### src/core/vbus_charger_pkg.sv
// Constants for the VBUS and charger-detect control block.
// Assumes one 60 MHz ULPI-side clock and a byte-wide register port.
`default_nettype none
package vbus_charger_pkg;
   localparam int ADDR_W = 8;
   localparam int DATA_W = 8;
   // Register offsets
   localparam logic [7:0] REG_OTG = 8'h00;
   localparam logic [7:0] REG_IND = 8'h01;
   localparam logic [7:0] REG_CHG = 8'h02;
   localparam logic [7:0] REG_PWR = 8'h03;
   localparam logic [7:0] REG_STAT = 8'h04;
   // OTG control fields
   localparam int OTG_DISCHARGE_BIT = 3;
   localparam int OTG_CHARGE_BIT = 4;
   localparam int OTG_DRIVE_INT_BIT = 5;
   localparam int OTG_DRIVE_EXT_BIT = 6;
   localparam int OTG_EXT_SEL_BIT = 7;
   // External indicator fields
   localparam int IND_COMP_BIT = 5;
   localparam int IND_PASS_BIT = 6;
   // Charger-detect mode fields
   localparam int CHG_SRC_BIT = 0;
   localparam int CHG_SINK_BIT = 1;
   localparam int CHG_CONTACT_BIT = 2;
   localparam int CHG_HOST_BIT = 3;
   localparam int CHG_FIFTH_BIT = 4;
   localparam int CHG_PULLDOWN_BIT = 5;
   localparam int CHG_W = 6;
   // Power management fields
   localparam int PWR_UART_LSB = 0;
   localparam int PWR_NORM_LSB = 2;
   localparam int LEVEL_W = 2;
   // Status fields
   localparam int STAT_EVENT_BIT = 6;
   // Reset values
   localparam logic [7:0] OTG_RST = 8'h00;
   localparam logic [7:0] IND_RST = 8'h00;
   localparam logic [5:0] CHG_RST = 6'h00;
   localparam logic [3:0] PWR_RST = 4'h0;
   localparam logic [1:0] LINE_SE0 = 2'h0;
endpackage
`default_nettype wire

### src/core/charger_detect_qualifier.sv
// Qualifies the charger comparator with line state and flags its changes.
// Assumes comparator and line state are synchronous to clk.
`default_nettype none
module charger_detect_qualifier
   import vbus_charger_pkg::*;
(
   input wire logic clk,
   input wire logic rstn,
   input wire logic ce,
   input wire logic chargerCompare,
   input wire logic [1:0] lineState,
   output logic detect,
   output logic changePulse
);
   logic gated;

   // Detect may assert only while the lines sit at SE0
   assign gated = chargerCompare && (lineState == LINE_SE0);

   always_ff @(posedge clk or negedge rstn)
   begin
      if (!rstn)
      begin
         detect <= 1'b0;
         changePulse <= 1'b0;
      end
      else if (ce)
      begin
         detect <= gated;
         changePulse <= gated ^ detect;
      end
      else
      begin
         changePulse <= 1'b0;
      end
   end
endmodule
`default_nettype wire

### src/core/vbus_charger_control.sv
// VBUS pulsing, supply enable and charger-detect mode control.
// Assumes a byte register port on clk and synchronous analog inputs.
//
// Added by the designer: the address-and-strobe port and the register offsets.
`default_nettype none
module vbus_charger_control
   import vbus_charger_pkg::*;
(
   input wire logic clk,
   input wire logic rstn,
   input wire logic ce,
   input wire logic [vbus_charger_pkg::ADDR_W-1:0] regAddr,
   input wire logic [vbus_charger_pkg::DATA_W-1:0] regWdata,
   input wire logic regWrite,
   input wire logic regRead,
   output logic [vbus_charger_pkg::DATA_W-1:0] regRdata,
   input wire logic [1:0] lineState,
   input wire logic chargerCompare,
   input wire logic vbusCompare,
   input wire logic uartMode,
   input wire logic lowPowerMode,
   output logic vbusDischargeEnable,
   output logic vbusChargeEnable,
   output logic supplySwitchEnable,
   output logic voltageSourceEnable,
   output logic currentSinkEnable,
   output logic contactDetectEnable,
   output logic hostChargerEnable,
   output logic fifthControlEnable,
   output logic minusLinePulldown,
   output logic chargerVoltageDetect,
   output logic chargerEvent,
   output logic vbusValid,
   output logic [1:0] lineStateOut,
   output logic [vbus_charger_pkg::LEVEL_W-1:0] regulatorLevel
);
   import vbus_charger_pkg::*;

   function automatic logic hit(input logic strobe, input logic [ADDR_W-1:0] a,
                                input logic [ADDR_W-1:0] off);
      return strobe && (a == off);
   endfunction

   logic [DATA_W-1:0] otgCtrl;
   logic [DATA_W-1:0] indCtrl;
   logic [CHG_W-1:0] chgCtrl;
   logic [3:0] pwrCtrl;
   logic eventFlag;
   logic uartPrev;
   logic wrOtg;
   logic wrInd;
   logic wrChg;
   logic wrPwr;
   logic wrStat;
   logic rdAny;
   logic uartEntry;
   logic [LEVEL_W-1:0] uartLevelField;
   logic [LEVEL_W-1:0] normalLevelField;
   logic [LEVEL_W-1:0] next_regulatorLevel;
   logic next_vbusValid;
   logic [DATA_W-1:0] statusWord;
   logic [DATA_W-1:0] readValue;

   // Register decode
   assign wrOtg = ce && hit(regWrite, regAddr, REG_OTG);
   assign wrInd = ce && hit(regWrite, regAddr, REG_IND);
   assign wrChg = ce && hit(regWrite, regAddr, REG_CHG);
   assign wrPwr = ce && hit(regWrite, regAddr, REG_PWR);
   assign wrStat = ce && hit(regWrite, regAddr, REG_STAT);
   assign rdAny = regRead && ce;

   // Analog enables straight from the control flops
   assign vbusDischargeEnable = otgCtrl[OTG_DISCHARGE_BIT];
   assign vbusChargeEnable = otgCtrl[OTG_CHARGE_BIT];
   // Either drive bit turns on the external supply switch
   assign supplySwitchEnable = otgCtrl[OTG_DRIVE_INT_BIT] | otgCtrl[OTG_DRIVE_EXT_BIT];
   assign voltageSourceEnable = chgCtrl[CHG_SRC_BIT];
   assign currentSinkEnable = chgCtrl[CHG_SINK_BIT];
   assign contactDetectEnable = chgCtrl[CHG_CONTACT_BIT];
   assign hostChargerEnable = chgCtrl[CHG_HOST_BIT];
   assign fifthControlEnable = chgCtrl[CHG_FIFTH_BIT];
   assign minusLinePulldown = chgCtrl[CHG_PULLDOWN_BIT];

   // Vbus valid source selection
   assign next_vbusValid = !otgCtrl[OTG_EXT_SEL_BIT] ? vbusCompare :
                           indCtrl[IND_COMP_BIT] ? 1'b0 :
                           indCtrl[IND_PASS_BIT] ? 1'b1 : vbusCompare;

   // Regulator level selection around UART mode
   assign uartLevelField = pwrCtrl[PWR_UART_LSB +: LEVEL_W];
   assign normalLevelField = pwrCtrl[PWR_NORM_LSB +: LEVEL_W];
   assign uartEntry = uartMode && !uartPrev;
   assign next_regulatorLevel = uartEntry ? uartLevelField :
                                uartMode ? regulatorLevel : normalLevelField;

   // Read path
   assign statusWord = {1'b0, eventFlag, lowPowerMode, uartMode,
                        lineStateOut, vbusValid, chargerVoltageDetect};
   assign readValue = (regAddr == REG_OTG) ? otgCtrl :
                      (regAddr == REG_IND) ? indCtrl :
                      (regAddr == REG_CHG) ? {2'h0, chgCtrl} :
                      (regAddr == REG_PWR) ? {4'h0, pwrCtrl} :
                      (regAddr == REG_STAT) ? statusWord : 8'h00;

   // Charger detection is not gated by low power mode
   charger_detect_qualifier u_qualifier (
      .clk(clk),
      .rstn(rstn),
      .ce(ce),
      .chargerCompare(chargerCompare),
      .lineState(lineState),
      .detect(chargerVoltageDetect),
      .changePulse(chargerEvent)
   );

   always_ff @(posedge clk or negedge rstn)
   begin
      if (!rstn)
         otgCtrl <= OTG_RST;
      else if (wrOtg)
         otgCtrl <= regWdata;
   end

   always_ff @(posedge clk or negedge rstn)
   begin
      if (!rstn)
         indCtrl <= IND_RST;
      else if (wrInd)
         indCtrl <= regWdata;
   end

   always_ff @(posedge clk or negedge rstn)
   begin
      if (!rstn)
         chgCtrl <= CHG_RST;
      else if (wrChg)
         chgCtrl <= regWdata[CHG_W-1:0];
   end

   always_ff @(posedge clk or negedge rstn)
   begin
      if (!rstn)
         pwrCtrl <= PWR_RST;
      else if (wrPwr)
         pwrCtrl <= regWdata[3:0];
   end

   // Event flag: a new event wins over a write-one clear
   always_ff @(posedge clk or negedge rstn)
   begin
      if (!rstn)
         eventFlag <= 1'b0;
      else if (ce && chargerEvent)
         eventFlag <= 1'b1;
      else if (wrStat && regWdata[STAT_EVENT_BIT])
         eventFlag <= 1'b0;
   end

   always_ff @(posedge clk or negedge rstn)
   begin
      if (!rstn)
      begin
         uartPrev <= 1'b0;
         regulatorLevel <= PWR_RST[PWR_NORM_LSB +: LEVEL_W];
         vbusValid <= 1'b0;
         lineStateOut <= LINE_SE0;
      end
      else if (ce)
      begin
         uartPrev <= uartMode;
         regulatorLevel <= next_regulatorLevel;
         vbusValid <= next_vbusValid;
         lineStateOut <= uartMode ? LINE_SE0 : lineState;
      end
   end

   always_ff @(posedge clk or negedge rstn)
   begin
      if (!rstn)
         regRdata <= 8'h00;
      else if (rdAny)
         regRdata <= readValue;
   end

   // Helper state for the checks below
   logic otgWritten;
   logic chgWritten;

   always_ff @(posedge clk or negedge rstn)
   begin
      if (!rstn)
      begin
         otgWritten <= 1'b0;
         chgWritten <= 1'b0;
      end
      else
      begin
         otgWritten <= otgWritten | wrOtg;
         chgWritten <= chgWritten | wrChg;
      end
   end
endmodule
`default_nettype wire

### config.mk
export PLATFORM = sky130hd
export DESIGN_NAME = vbus_charger_control
export DESIGN_NICKNAME = d
export VERILOG_FILES = /design/src/core/vbus_charger_pkg.sv /design/src/core/charger_detect_qualifier.sv /design/src/core/vbus_charger_control.sv
export SDC_FILE = /design/constraint.sdc
export NUM_CORES = 1
export LEC_CHECK = 0
export BUFFER_PORTS_ARGS = -buffer_cell sky130_fd_sc_hd__buf_2
export CELL_PAD_IN_SITES_DETAIL_PLACEMENT = 1
export CELL_PAD_IN_SITES_GLOBAL_PLACEMENT = 2
export CORE_UTILIZATION = 33
export DETAILED_ROUTE_END_ITERATION = 10
export MAX_ROUTING_LAYER = met4
export PLACE_DENSITY = 0.79
export SLEW_MARGIN = 20
export SYNTH_ARGS = -nofsm -noshare
export SYNTH_HDL_FRONTEND = slang
export SYNTH_SLANG_ARGS = --single-unit
### constraint.sdc
create_clock -name clk -period 1.4 [get_ports clk]
set_clock_uncertainty 0.05 [all_clocks]
set_input_delay 0.28 -clock clk [delete_from_list [all_inputs] [get_ports clk]]
set_output_delay 0.28 -clock clk [all_outputs]
set_load 0.05 [all_outputs]
==> metrics.txt, run 1 <==
status finished, violations left; failing checks setup timing; top cells by area, synth dfrtp_1 (51%), mux2_2 (15%), a21oi_1 (2.9%); RSZ-0062 raised after global routing yes; Final Hold Viols 0; Layout Nets 294; crit share post-route 1.236; vias per cell 5.315; DP HPWL 4396 um; Main synth FF type dfrtp_1; die area 0.006666 mm2; number of synthesized flops with an enable pin 0; crit path from regAddr[7]; crit path DAT 1.87 ns; Pleak 0.001424 uW; power per cell area 894.7 mW/mm2; Post-Layout Inst Area 0.002970 mm2; FFs w/ async S/R, synth 1.000; max-slew violations 0; Setup violations, final 34; post-synthesis cell type count 33; total number of vias 1823; clock buffer depth 2; Vert. Die Dim 81.65 um; Min-Delay Path Depth 2; Mapped Nets 219; first-pass GRT wire length 10100 um; Warnings, synthesis 0; CTS buffer count 5; vias in the first global route 1913; clock root buffer clkbuf_8; row count 28; slowest cell delay on critical path 0.56 ns; final core utilization 0.4929; initial antenna violation count 0; Syn Std Cell Area 0.002093 mm2; Residual DRC 0; Overflow after GRT 0; CTS tree yes; r2r startpoint lineStateOut[1]; FF+latch count, synth 43; Avg Inst Size Synth 10.90 um2; top-area cell type share of the netlist area 0.5140; Hold Slack 0.1808 ns; die width 81.65 um; Post-DRT Antenna Nets 0; Crit path required time 1.54 ns; Worst R2R End regRdata[3]; gr usage total 0.2155; post-route setup slack -0.3306 ns; crit-path cells buf_6 -> or4_4 -> nor3_2 -> buf_4 -> and4b_2 -> mux2_2; drt first pass iters 4; Hold WC Path Type primary input to register; r2r setup slk -0.09 ns; Post-DP Area 0.002605 mm2; P&R area growth vs syn 41.90%; H-Tree Depth 2; largest net degree at the start of global routing 44; Hold Crit Endpoint indCtrl[7]; port buffer count 50; diode count 0; hold path startpoint regWdata[7]; Worst VDD drop 0.5321 mV; WL/cell 18.40 um; routability congestion estimate 0.8132; maximum clock frequency 577.8 MHz; CP Class primary input to register; CORE AREA 0.006026 mm2; post-synth top area cell dfrtp_1; reg2reg path depth 4; Iteration-0 DRC Markers 77; Worst-Skew Late Latency 0.30 ns; Slowest-stage cell, CP or4_4; Gate Count Post-Synth 192; worst-path fanout max 4; Fill cells 687; Crit. End Element register; IO Pins 51; Sink Count 43; Slew HR 0.6481; Seq/Total Area, Yosys 0.5140; total power 2658 uW; layout cells sized above 1 0.4813; minimum clock period 1.731 ns; Startpoint Class primary input; Initial Utilization 0.3474; Worst-Margin Slew 0.5213 ns; Routed WL 6311 um; max cap viols 0; Clock Pin Slew Worst Setup and Hold Paths 0.08 ns
==> layout by cell type, fill, tap and decap left out, drive strengths merged, types with 4 or more instances in the layout <==
cell | Yosys | layout
nor4 | 4 | 4
a21oi | 12 | 12
mux2 | 27 | 27
dfrtp | 43 | 43
nand3b | 5 | 5
nand2 | 12 | 12
inv | 10 | 10
nor2b | 4 | 4
a211oi | 4 | 4
nor2 | 6 | 6
buf | 2 | 77
nand3 | 5 | 5
o22ai | 8 | 8
o21ai | 8 | 8
a31oi | 4 | 4
clkbuf | 8 | 5
o311ai | 4 | 4
nand2b | 6 | 6
==> repair_timing <==
| action | 4_1_cts | 5_1_grt |
|---|---|---|
| hold buffers | 1 | 0 |
| endpoints found under the setup margin | 33 | 35 |
| setup buffers | 2 | 4 |
| gates resized for setup | 34 | 24 |
| endpoints found under the hold margin | 43 | 0 |
| pin swaps | 10 | 3 |
==> critical path: cells and delay by family <==
kind,cells,cell delay [ns]
buffers and inverters,2,0.23
muxes,1,0.34
and+or+nand+nor,3,1.02
==> power by group <==
part	internal, uW	leakage (uW)	switching (uW)
Clock	342	0.0000477	436
Sequential	1300	0.000576	39.3
Combinational	188	0.000801	354
==> cells by family (layout without fill, tap and decap cells) <==
family | Yosys count | after routing | share of synthesized area
flip-flops | 43 | 43 | 0.5140
AO/OA/AOI/OAI | 46 | 46 | 0.1375
XOR/XNOR | 1 | 1 | 0.004185
buffers and inverters | 20 | 96 | 0.04005
AND/OR/NAND/NOR | 55 | 55 | 0.1590
multiplexers | 27 | 27 | 0.1452
==> state kept, by name (all words and copies together) (netlist names) <==
signal	flops
vbusValid	1
uartPrev	1
chgCtrl	6
indCtrl	8
u_qualifier.changePulse	1
pwrCtrl	4
regulatorLevel	2
lineStateOut	2
eventFlag	1
regRdata	8
otgCtrl	8
u_qualifier.detect	1
==> cell usage after synthesis, types with 3 or more instances <==
cell / count
o311ai_0: 4
nor2_1: 6
nand2b_1: 6
o22ai_1: 8
o21ai_0: 8
clkbuf_1: 8
nor3b_1: 3
nand2_1: 12
inv_1: 10
a21oi_1: 12
dfrtp_1: 43
nand3b_1: 5
a211oi_1: 4
nor2b_1: 4
nor4_1: 4
mux2_2: 27
nand3_1: 5
a31oi_1: 4
==> layer usage <==
layer,track usage,part of all wire,up-vias
li1,-,-,847
met1,0.2596,0.44,922
met2,0.3625,0.50,47
met3,0.04111,0.042,7
met4,0.07018,0.012,0
met5,-,0,-
==> worst max-delay path by stage <==
stage | endpoint | slack [ns] | cells past startpoint
finish | pwrCtrl[3] | -0.33 | 6
global route | pwrCtrl[0] | -0.36 | 6
CTS | pwrCtrl[0] | -0.30 | 6
detailed placement | otgCtrl[0] | -0.70 | 6
global placement | chgCtrl[3] | -0.67 | 6
floorplan | otgCtrl[0] | -0.56 | 5
==> through the flow <==
stage / setup TNS [ns] / setup slack, ns / cells
after CTS: -7.782 / -0.3025 / 340
after floorplan: -14.60 / -0.5592 / 192
after global routing: -9.522 / -0.3636 / 343
after detailed placement: -21.60 / -0.6994 / 329
after global placement: -20.96 / -0.6742 / 329
final: -8.420 / -0.3306 / 343
==> cell type report <==
cell class	instances	area [um2]	share of cell area
multi-input cells	129	1132	0.3812
flip-flops and latches	43	1076	0.3623
repair buffers	78	546.8	0.1841
well taps	75	93.84	0.03159
clock buffers	5	68.82	0.02317
inverters	10	37.54	0.01264
clock inverters	3	15.01	0.005055
No activity file was read; power rests on OpenSTA's default activity.
==> inputs of run 2 (changes only) <==
--- a/config.mk
+++ b/config.mk
@@ -8,10 +8,10 @@
 export BUFFER_PORTS_ARGS = -buffer_cell sky130_fd_sc_hd__buf_2
 export CELL_PAD_IN_SITES_DETAIL_PLACEMENT = 1
 export CELL_PAD_IN_SITES_GLOBAL_PLACEMENT = 2
-export CORE_UTILIZATION = 33
+export CORE_UTILIZATION = 30
 export DETAILED_ROUTE_END_ITERATION = 10
 export MAX_ROUTING_LAYER = met4
-export PLACE_DENSITY = 0.79
+export PLACE_DENSITY = 0.76
 export SLEW_MARGIN = 20
 export SYNTH_ARGS = -nofsm -noshare
 export SYNTH_HDL_FRONTEND = slang
==> constraint.sdc (replaced) <==
create_clock -name clk -period 1.45 [get_ports clk]
set_clock_uncertainty 0.05 [all_clocks]
set_input_delay 0.29 -clock clk [delete_from_list [all_inputs] [get_ports clk]]
set_output_delay 0.29 -clock clk [all_outputs]
set_load 0.05 [all_outputs]
==> run 2 against run 1 <==
Against the previous run: the run still ends with setup timing left; count of clock-buffer cells in the layout up 1; via count down 0.66%; sequential power down 4%; largest cell class unchanged; largest power group unchanged; hold slack better by 0.016 ns.
==> metrics.txt, run 2 (same netlist as run 1, synthesis figures left out) <==
Worst VDD drop 0.4077 mV; Worst-Skew Late Latency 0.29 ns; IO Pins 51; crit path from regAddr[7]; power per cell area 850.3 mW/mm2; CTS tree yes; vias per cell 5.160; row count 30; Slew HR 0.7198; Overflow after GRT 0; Initial Utilization 0.3098; Pleak 0.001426 uW; P&R area growth vs syn 43.87%; die width 85.53 um; Worst-Margin Slew 0.4159 ns; CTS buffer count 5; reg2reg path depth 4; initial antenna violation count 0; clock root buffer clkbuf_8; Hold WC Path Type primary input to register; RSZ-0062 raised after global routing yes; Hold Slack 0.1964 ns; max-slew violations 0; Routed WL 6302 um; layout cells sized above 1 0.4908; WL/cell 17.95 um; Final Hold Viols 0; Fill cells 758; post-route setup slack -0.2956 ns; die area 0.007315 mm2; largest net degree at the start of global routing 44; Residual DRC 0; clock buffer depth 2; Crit path required time 1.59 ns; Layout Nets 297; hold path startpoint lineState[1]; r2r startpoint otgCtrl[6]; crit-path cells buf_6 -> or4_4 -> nor3_2 -> buf_4 -> and4b_2 -> mux2_4; H-Tree Depth 2; leading cell type in the layout, fill and taps excluded buf_2; max cap viols 0; Iteration-0 DRC Markers 97; drt first pass iters 4; Slowest-stage cell, CP or4_4; failing checks setup timing; Crit. End Element register; CP Buf/Inv Count 2; Worst setup endpoint pwrCtrl[2]; DP HPWL 4456 um; r2r setup slk 0.12 ns; vias in the first global route 1881; Clock Pin Slew Worst Setup and Hold Paths 0.09 ns; Top delay family on crit path simple AND/OR/NAND/NOR gates; slowest cell delay on critical path 0.55 ns; CP Depth 6; Fin Setup TNS -7.253 ns; Post-Layout Inst Area 0.003012 mm2; Setup violations, final 33; most frequent cells in the layout buf_2 (48), dfrtp_1 (43), mux2_4 (26); Post-DP Area 0.002591 mm2; gr usage total 0.1849; minimum clock period 1.746 ns; port buffer count 50; biggest regs indCtrl x8, otgCtrl x8, regRdata x8; CORE AREA 0.006756 mm2; Final Non-Filler Cells 351; dpl cells 333; Startpoint Class primary input; worst-path fanout max 4; status finished, violations left; total number of vias 1811; Worst R2R End regRdata[6]; CP Class primary input to register; first-pass GRT wire length 10080 um; crit path DAT 1.88 ns; crit share post-route 1.204; Post-DRT Antenna Nets 0; routability congestion estimate 0.8165; maximum clock frequency 572.9 MHz; Sink Count 43; diode count 0; Vert. Die Dim 85.53 um
==> run 2: cell types whose count changed in the layout (fill, tap and decap cells not counted), sizes merged <==
cell / delta
buf: +3
clkinv: -2
clkbuf: +1
clkinvlp: +1
==> run 2: layout make-up <==
type,instances,area [um2],share of cell area
repair buffers,81,564.3,0.1874
inverters,10,37.54,0.01246
flip-flops and latches,43,1076,0.3573
clock buffers,6,72.57,0.02410
well taps,80,100.1,0.03324
multi-input cells,129,1149,0.3814
clock inverters,2,12.51,0.004155
==> run 2: worst reg2reg max path, cell delays in order, from the launching register on <==
cell,delay [ns]
dfrtp_1,0.40
buf_4,0.13
buf_4,0.13
o21ai_0,0.36
o41ai_4,0.14
==> run 2: how the worst min path moves through the flow <==
| stage | depth (start not counted) | to | slack [ns] |
|---|---|---|---|
| after floorplan | 0 | chgCtrl[0] | -0.06 |
| after global placement | 2 | otgCtrl[7] | 0.23 |
| after detailed placement | 2 | otgCtrl[5] | 0.23 |
| after CTS | 3 | lineStateOut[1] | 0.19 |
| after global routing | 2 | otgCtrl[7] | 0.19 |
| final | 3 | lineStateOut[1] | 0.20 |
==> run 2: timing repair <==
item	CTS	global route
resized for setup	37	26
buffers inserted	4	5
endpoints found under the hold margin	43	0
endpoints found under the setup margin	32	33
pin swaps	7	4
hold buffers	1	0
cloned	0	1
==> run 2: metrics by stage <==
step / util / total power [uW] / setup WS, ns
after floorplan: - / 1591 / -0.5192
after global placement: 0.3835 / 1776 / -0.6517
after detailed placement: 0.3835 / 1783 / -0.6753
after CTS: 0.4263 / 2570 / -0.3151
after global routing: 0.4457 / 2699 / -0.3292
final: 0.4457 / 2561 / -0.2956
==> run 2: power by group <==
part | switching, uW | internal [uW] | total (uW) | leakage, uW
logic | 335 | 183 | 518 | 0.000809
clock network | 411 | 337 | 748 | 0.0000412
registers | 40.8 | 1250 | 1290 | 0.000576
total | 787 | 1770 | 2560 | 0.00143
==> run 2: per-layer routing <==
metal,track usage,up-vias,share of wire
li1,-,854,-
met1,0.2411,915,0.47
met2,0.3098,34,0.50
met3,0.02887,8,0.027
met4,0.03182,0,0.0087
met5,-,-,0
==> inputs of run 3 (changes only) <==
--- a/config.mk
+++ b/config.mk
@@ -6,13 +6,12 @@
 export NUM_CORES = 1
 export LEC_CHECK = 0
 export BUFFER_PORTS_ARGS = -buffer_cell sky130_fd_sc_hd__buf_2
-export CELL_PAD_IN_SITES_DETAIL_PLACEMENT = 1
-export CELL_PAD_IN_SITES_GLOBAL_PLACEMENT = 2
-export CORE_UTILIZATION = 30
+export CORE_UTILIZATION = 35
 export DETAILED_ROUTE_END_ITERATION = 10
 export MAX_ROUTING_LAYER = met4
-export PLACE_DENSITY = 0.76
+export PLACE_DENSITY = 0.59
 export SLEW_MARGIN = 20
 export SYNTH_ARGS = -nofsm -noshare
 export SYNTH_HDL_FRONTEND = slang
+export SYNTH_HIERARCHICAL = 1
 export SYNTH_SLANG_ARGS = --single-unit
==> run 3 against run 2 <==
Against the previous run: the run still ends with setup timing left; sequential power about the same; fmax up 0.84%; synthesized cell count shrank 6.8%; critical path depth is the same; critical endpoint is now indCtrl[4]; largest power group unchanged; highest routed layer unchanged.
==> metrics.txt, run 3 <==
Hold Crit Endpoint indCtrl[7]; routability congestion estimate 0.7976; Avg Inst Size Synth 11.62 um2; post-synthesis cell type count 43; port buffer count 50; Syn Std Cell Area 0.002081 mm2; failing checks setup timing; number of synthesized flops with an enable pin 0; most frequent cells in the layout buf_2 (47), dfrtp_1 (43), mux2_4 (27); CP Class primary input to register; dominant cell by count in the synthesized netlist dfrtp_1; slowest cell delay on critical path 0.55 ns; CP Buf/Inv Count 2; clock root buffer clkbuf_8; diode count 0; Vert. Die Dim 79.11 um; gr usage total 0.2017; RSZ-0062 raised after global routing yes; P&R area growth vs syn 42.33%; Post-DRT Antenna Nets 0; met2 routed WL 2650 um; Iteration-0 DRC Markers 125; total number of vias 1756; Min-Delay Path Depth 2; Final Hold Viols 0; top-area cell type share of the netlist area 0.5171; Fill cells 521; IO Pins 51; maximum clock frequency 577.7 MHz; r2r startpoint vbusValid; post-synth top area cell dfrtp_1; crit path DAT 1.86 ns; most frequent CP cell buf_6; CTS tree yes; WL met3 286 um; Residual DRC 0; Setup violations, final 22; routed length on met1 2686 um; worst-path fanout max 4; biggest regs indCtrl x8, otgCtrl x8, regRdata x8; largest net degree at the start of global routing 44; r2r setup slk 0.30 ns; crit share post-route 1.194; Worst R2R End regRdata[1]; power per cell area 950.7 mW/mm2; Seq/Total Area, Yosys 0.5171; CORE AREA 0.005608 mm2; Crit path required time 1.58 ns; Main synth FF type dfrtp_1; Routed WL 5697 um; drt first pass iters 4; FF+latch count, synth 43; leading cell type in the layout, fill and taps excluded buf_2; Worst-Skew Late Latency 0.29 ns; Hold WC Path Type primary input to register; max-slew violations 0; DP HPWL 4077 um; vias per cell 5.226; Slew HR 0.7338; row count 27; Mapped Nets 206; max cap viols 0; Clock Pin Slew Worst Setup and Hold Paths 0.08 ns; Layout Nets 290; initial antenna violation count 0; top cells by area, synth dfrtp_1 (52%), mux2_2 (11%), mux2_4 (5.1%); Warnings, synthesis 6; Top delay family on crit path simple AND/OR/NAND/NOR gates; Initial Utilization 0.3710; Post-synth top cells dfrtp_1 (43), mux2_2 (20), nand2_1 (11); Worst-Margin Slew 0.3962 ns; Crit. End Element register; Worst VDD drop 0.3881 mV; FFs w/ async S/R, synth 1.000; Post-DP Area 0.002639 mm2; crit-path cells buf_6 -> or4_4 -> nor4b_4 -> nor2b_4 -> buf_6 -> mux2_4; Hold Slack 0.1987 ns; Max Used Layer met4; Pleak 0.001424 uW; Gate Count Post-Synth 179; vias in the first global route 1759; Post-Layout Inst Area 0.002962 mm2; minimum clock period 1.731 ns; WL/cell 16.96 um; hold path startpoint regWdata[7]; status finished, violations left; layout cells sized above 1 0.5114; first-pass GRT wire length 9190 um; die area 0.006258 mm2; die width 79.11 um; Overflow after GRT 0; reg2reg path depth 3; Slowest-stage cell, CP or4_4; post-route setup slack -0.2810 ns; Startpoint Class primary input; CTS buffer count 5; H-Tree Depth 2; clock buffer depth 2; Sink Count 43
==> run 3: kinds of logic (layout without fill, tap and decap cells) <==
group / after synthesis / count (layout) / share of synthesized area
multiplexers: 29 / 29 / 0.1690
AO/OA/AOI/OAI: 43 / 43 / 0.1353
buffers and inverters: 15 / 100 / 0.03247
flip-flops: 43 / 43 / 0.5171
AND/OR/NAND/NOR: 49 / 49 / 0.1461
==> run 3: report_power, final <==
part | switching (uW) | internal [uW]
Combinational | 348 | 199
Clock | 403 | 557
Sequential | 46.9 | 1260
==> run 3: area by class of cell <==
cell class                      instances  area (um2)  area share
Tap cell                               72       90.09     0.03042
Clock buffer                            6       82.58     0.02788
Timing Repair Buffer                   84       573.1      0.1935
Multi-Input combinational cell        121        1075      0.3629
Sequential cell                        43        1076      0.3633
Clock inverter                          2       35.03     0.01183
Inverter                                8       30.03     0.01014
==> run 3: repair_timing <==
| item | CTS | global route |
|---|---|---|
| endpoints found under the setup margin | 28 | 32 |
| pin swaps | 7 | 5 |
| resized for setup | 30 | 12 |
| hold buffers | 1 | 0 |
| hold endpoints to repair | 43 | 0 |
| setup buffers | 4 | 1 |
==> run 3: metrics by stage <==
step / power [uW] / utilization / TNS, ns / worst slack, ns / std cells
final: 2816 / 0.5281 / -3.571 / -0.2810 / 336
after global routing: 2950 / 0.5281 / -4.410 / -0.3076 / 336
after CTS: 2841 / 0.5199 / -3.048 / -0.2489 / 336
after detailed placement: 1846 / 0.4705 / -15.82 / -0.6914 / 324
after global placement: 1840 / 0.4705 / -15.52 / -0.6345 / 324
after floorplan: 1627 / - / -9.777 / -0.4643 / 179
==> run 3: layer usage <==
| metal | vias to the layer above | track usage |
|---|---|---|
| met5 | - | - |
| met4 | 0 | 0.06182 |
| met3 | 5 | 0.03678 |
| met2 | 50 | 0.2897 |
| met1 | 871 | 0.2885 |
| li1 | 830 | - |
==> run 3: how the worst max path moves through the flow <==
stage	from	to	depth (start not counted)
6_report	regAddr[4]	indCtrl[4]	6
5_1_grt	regAddr[4]	indCtrl[2]	6
4_1_cts	regAddr[4]	indCtrl[4]	6
3_5_place_dp	regAddr[5]	indCtrl[4]	6
3_3_place_gp	regAddr[5]	indCtrl[0]	6
2_1_floorplan	regAddr[5]	indCtrl[0]	5
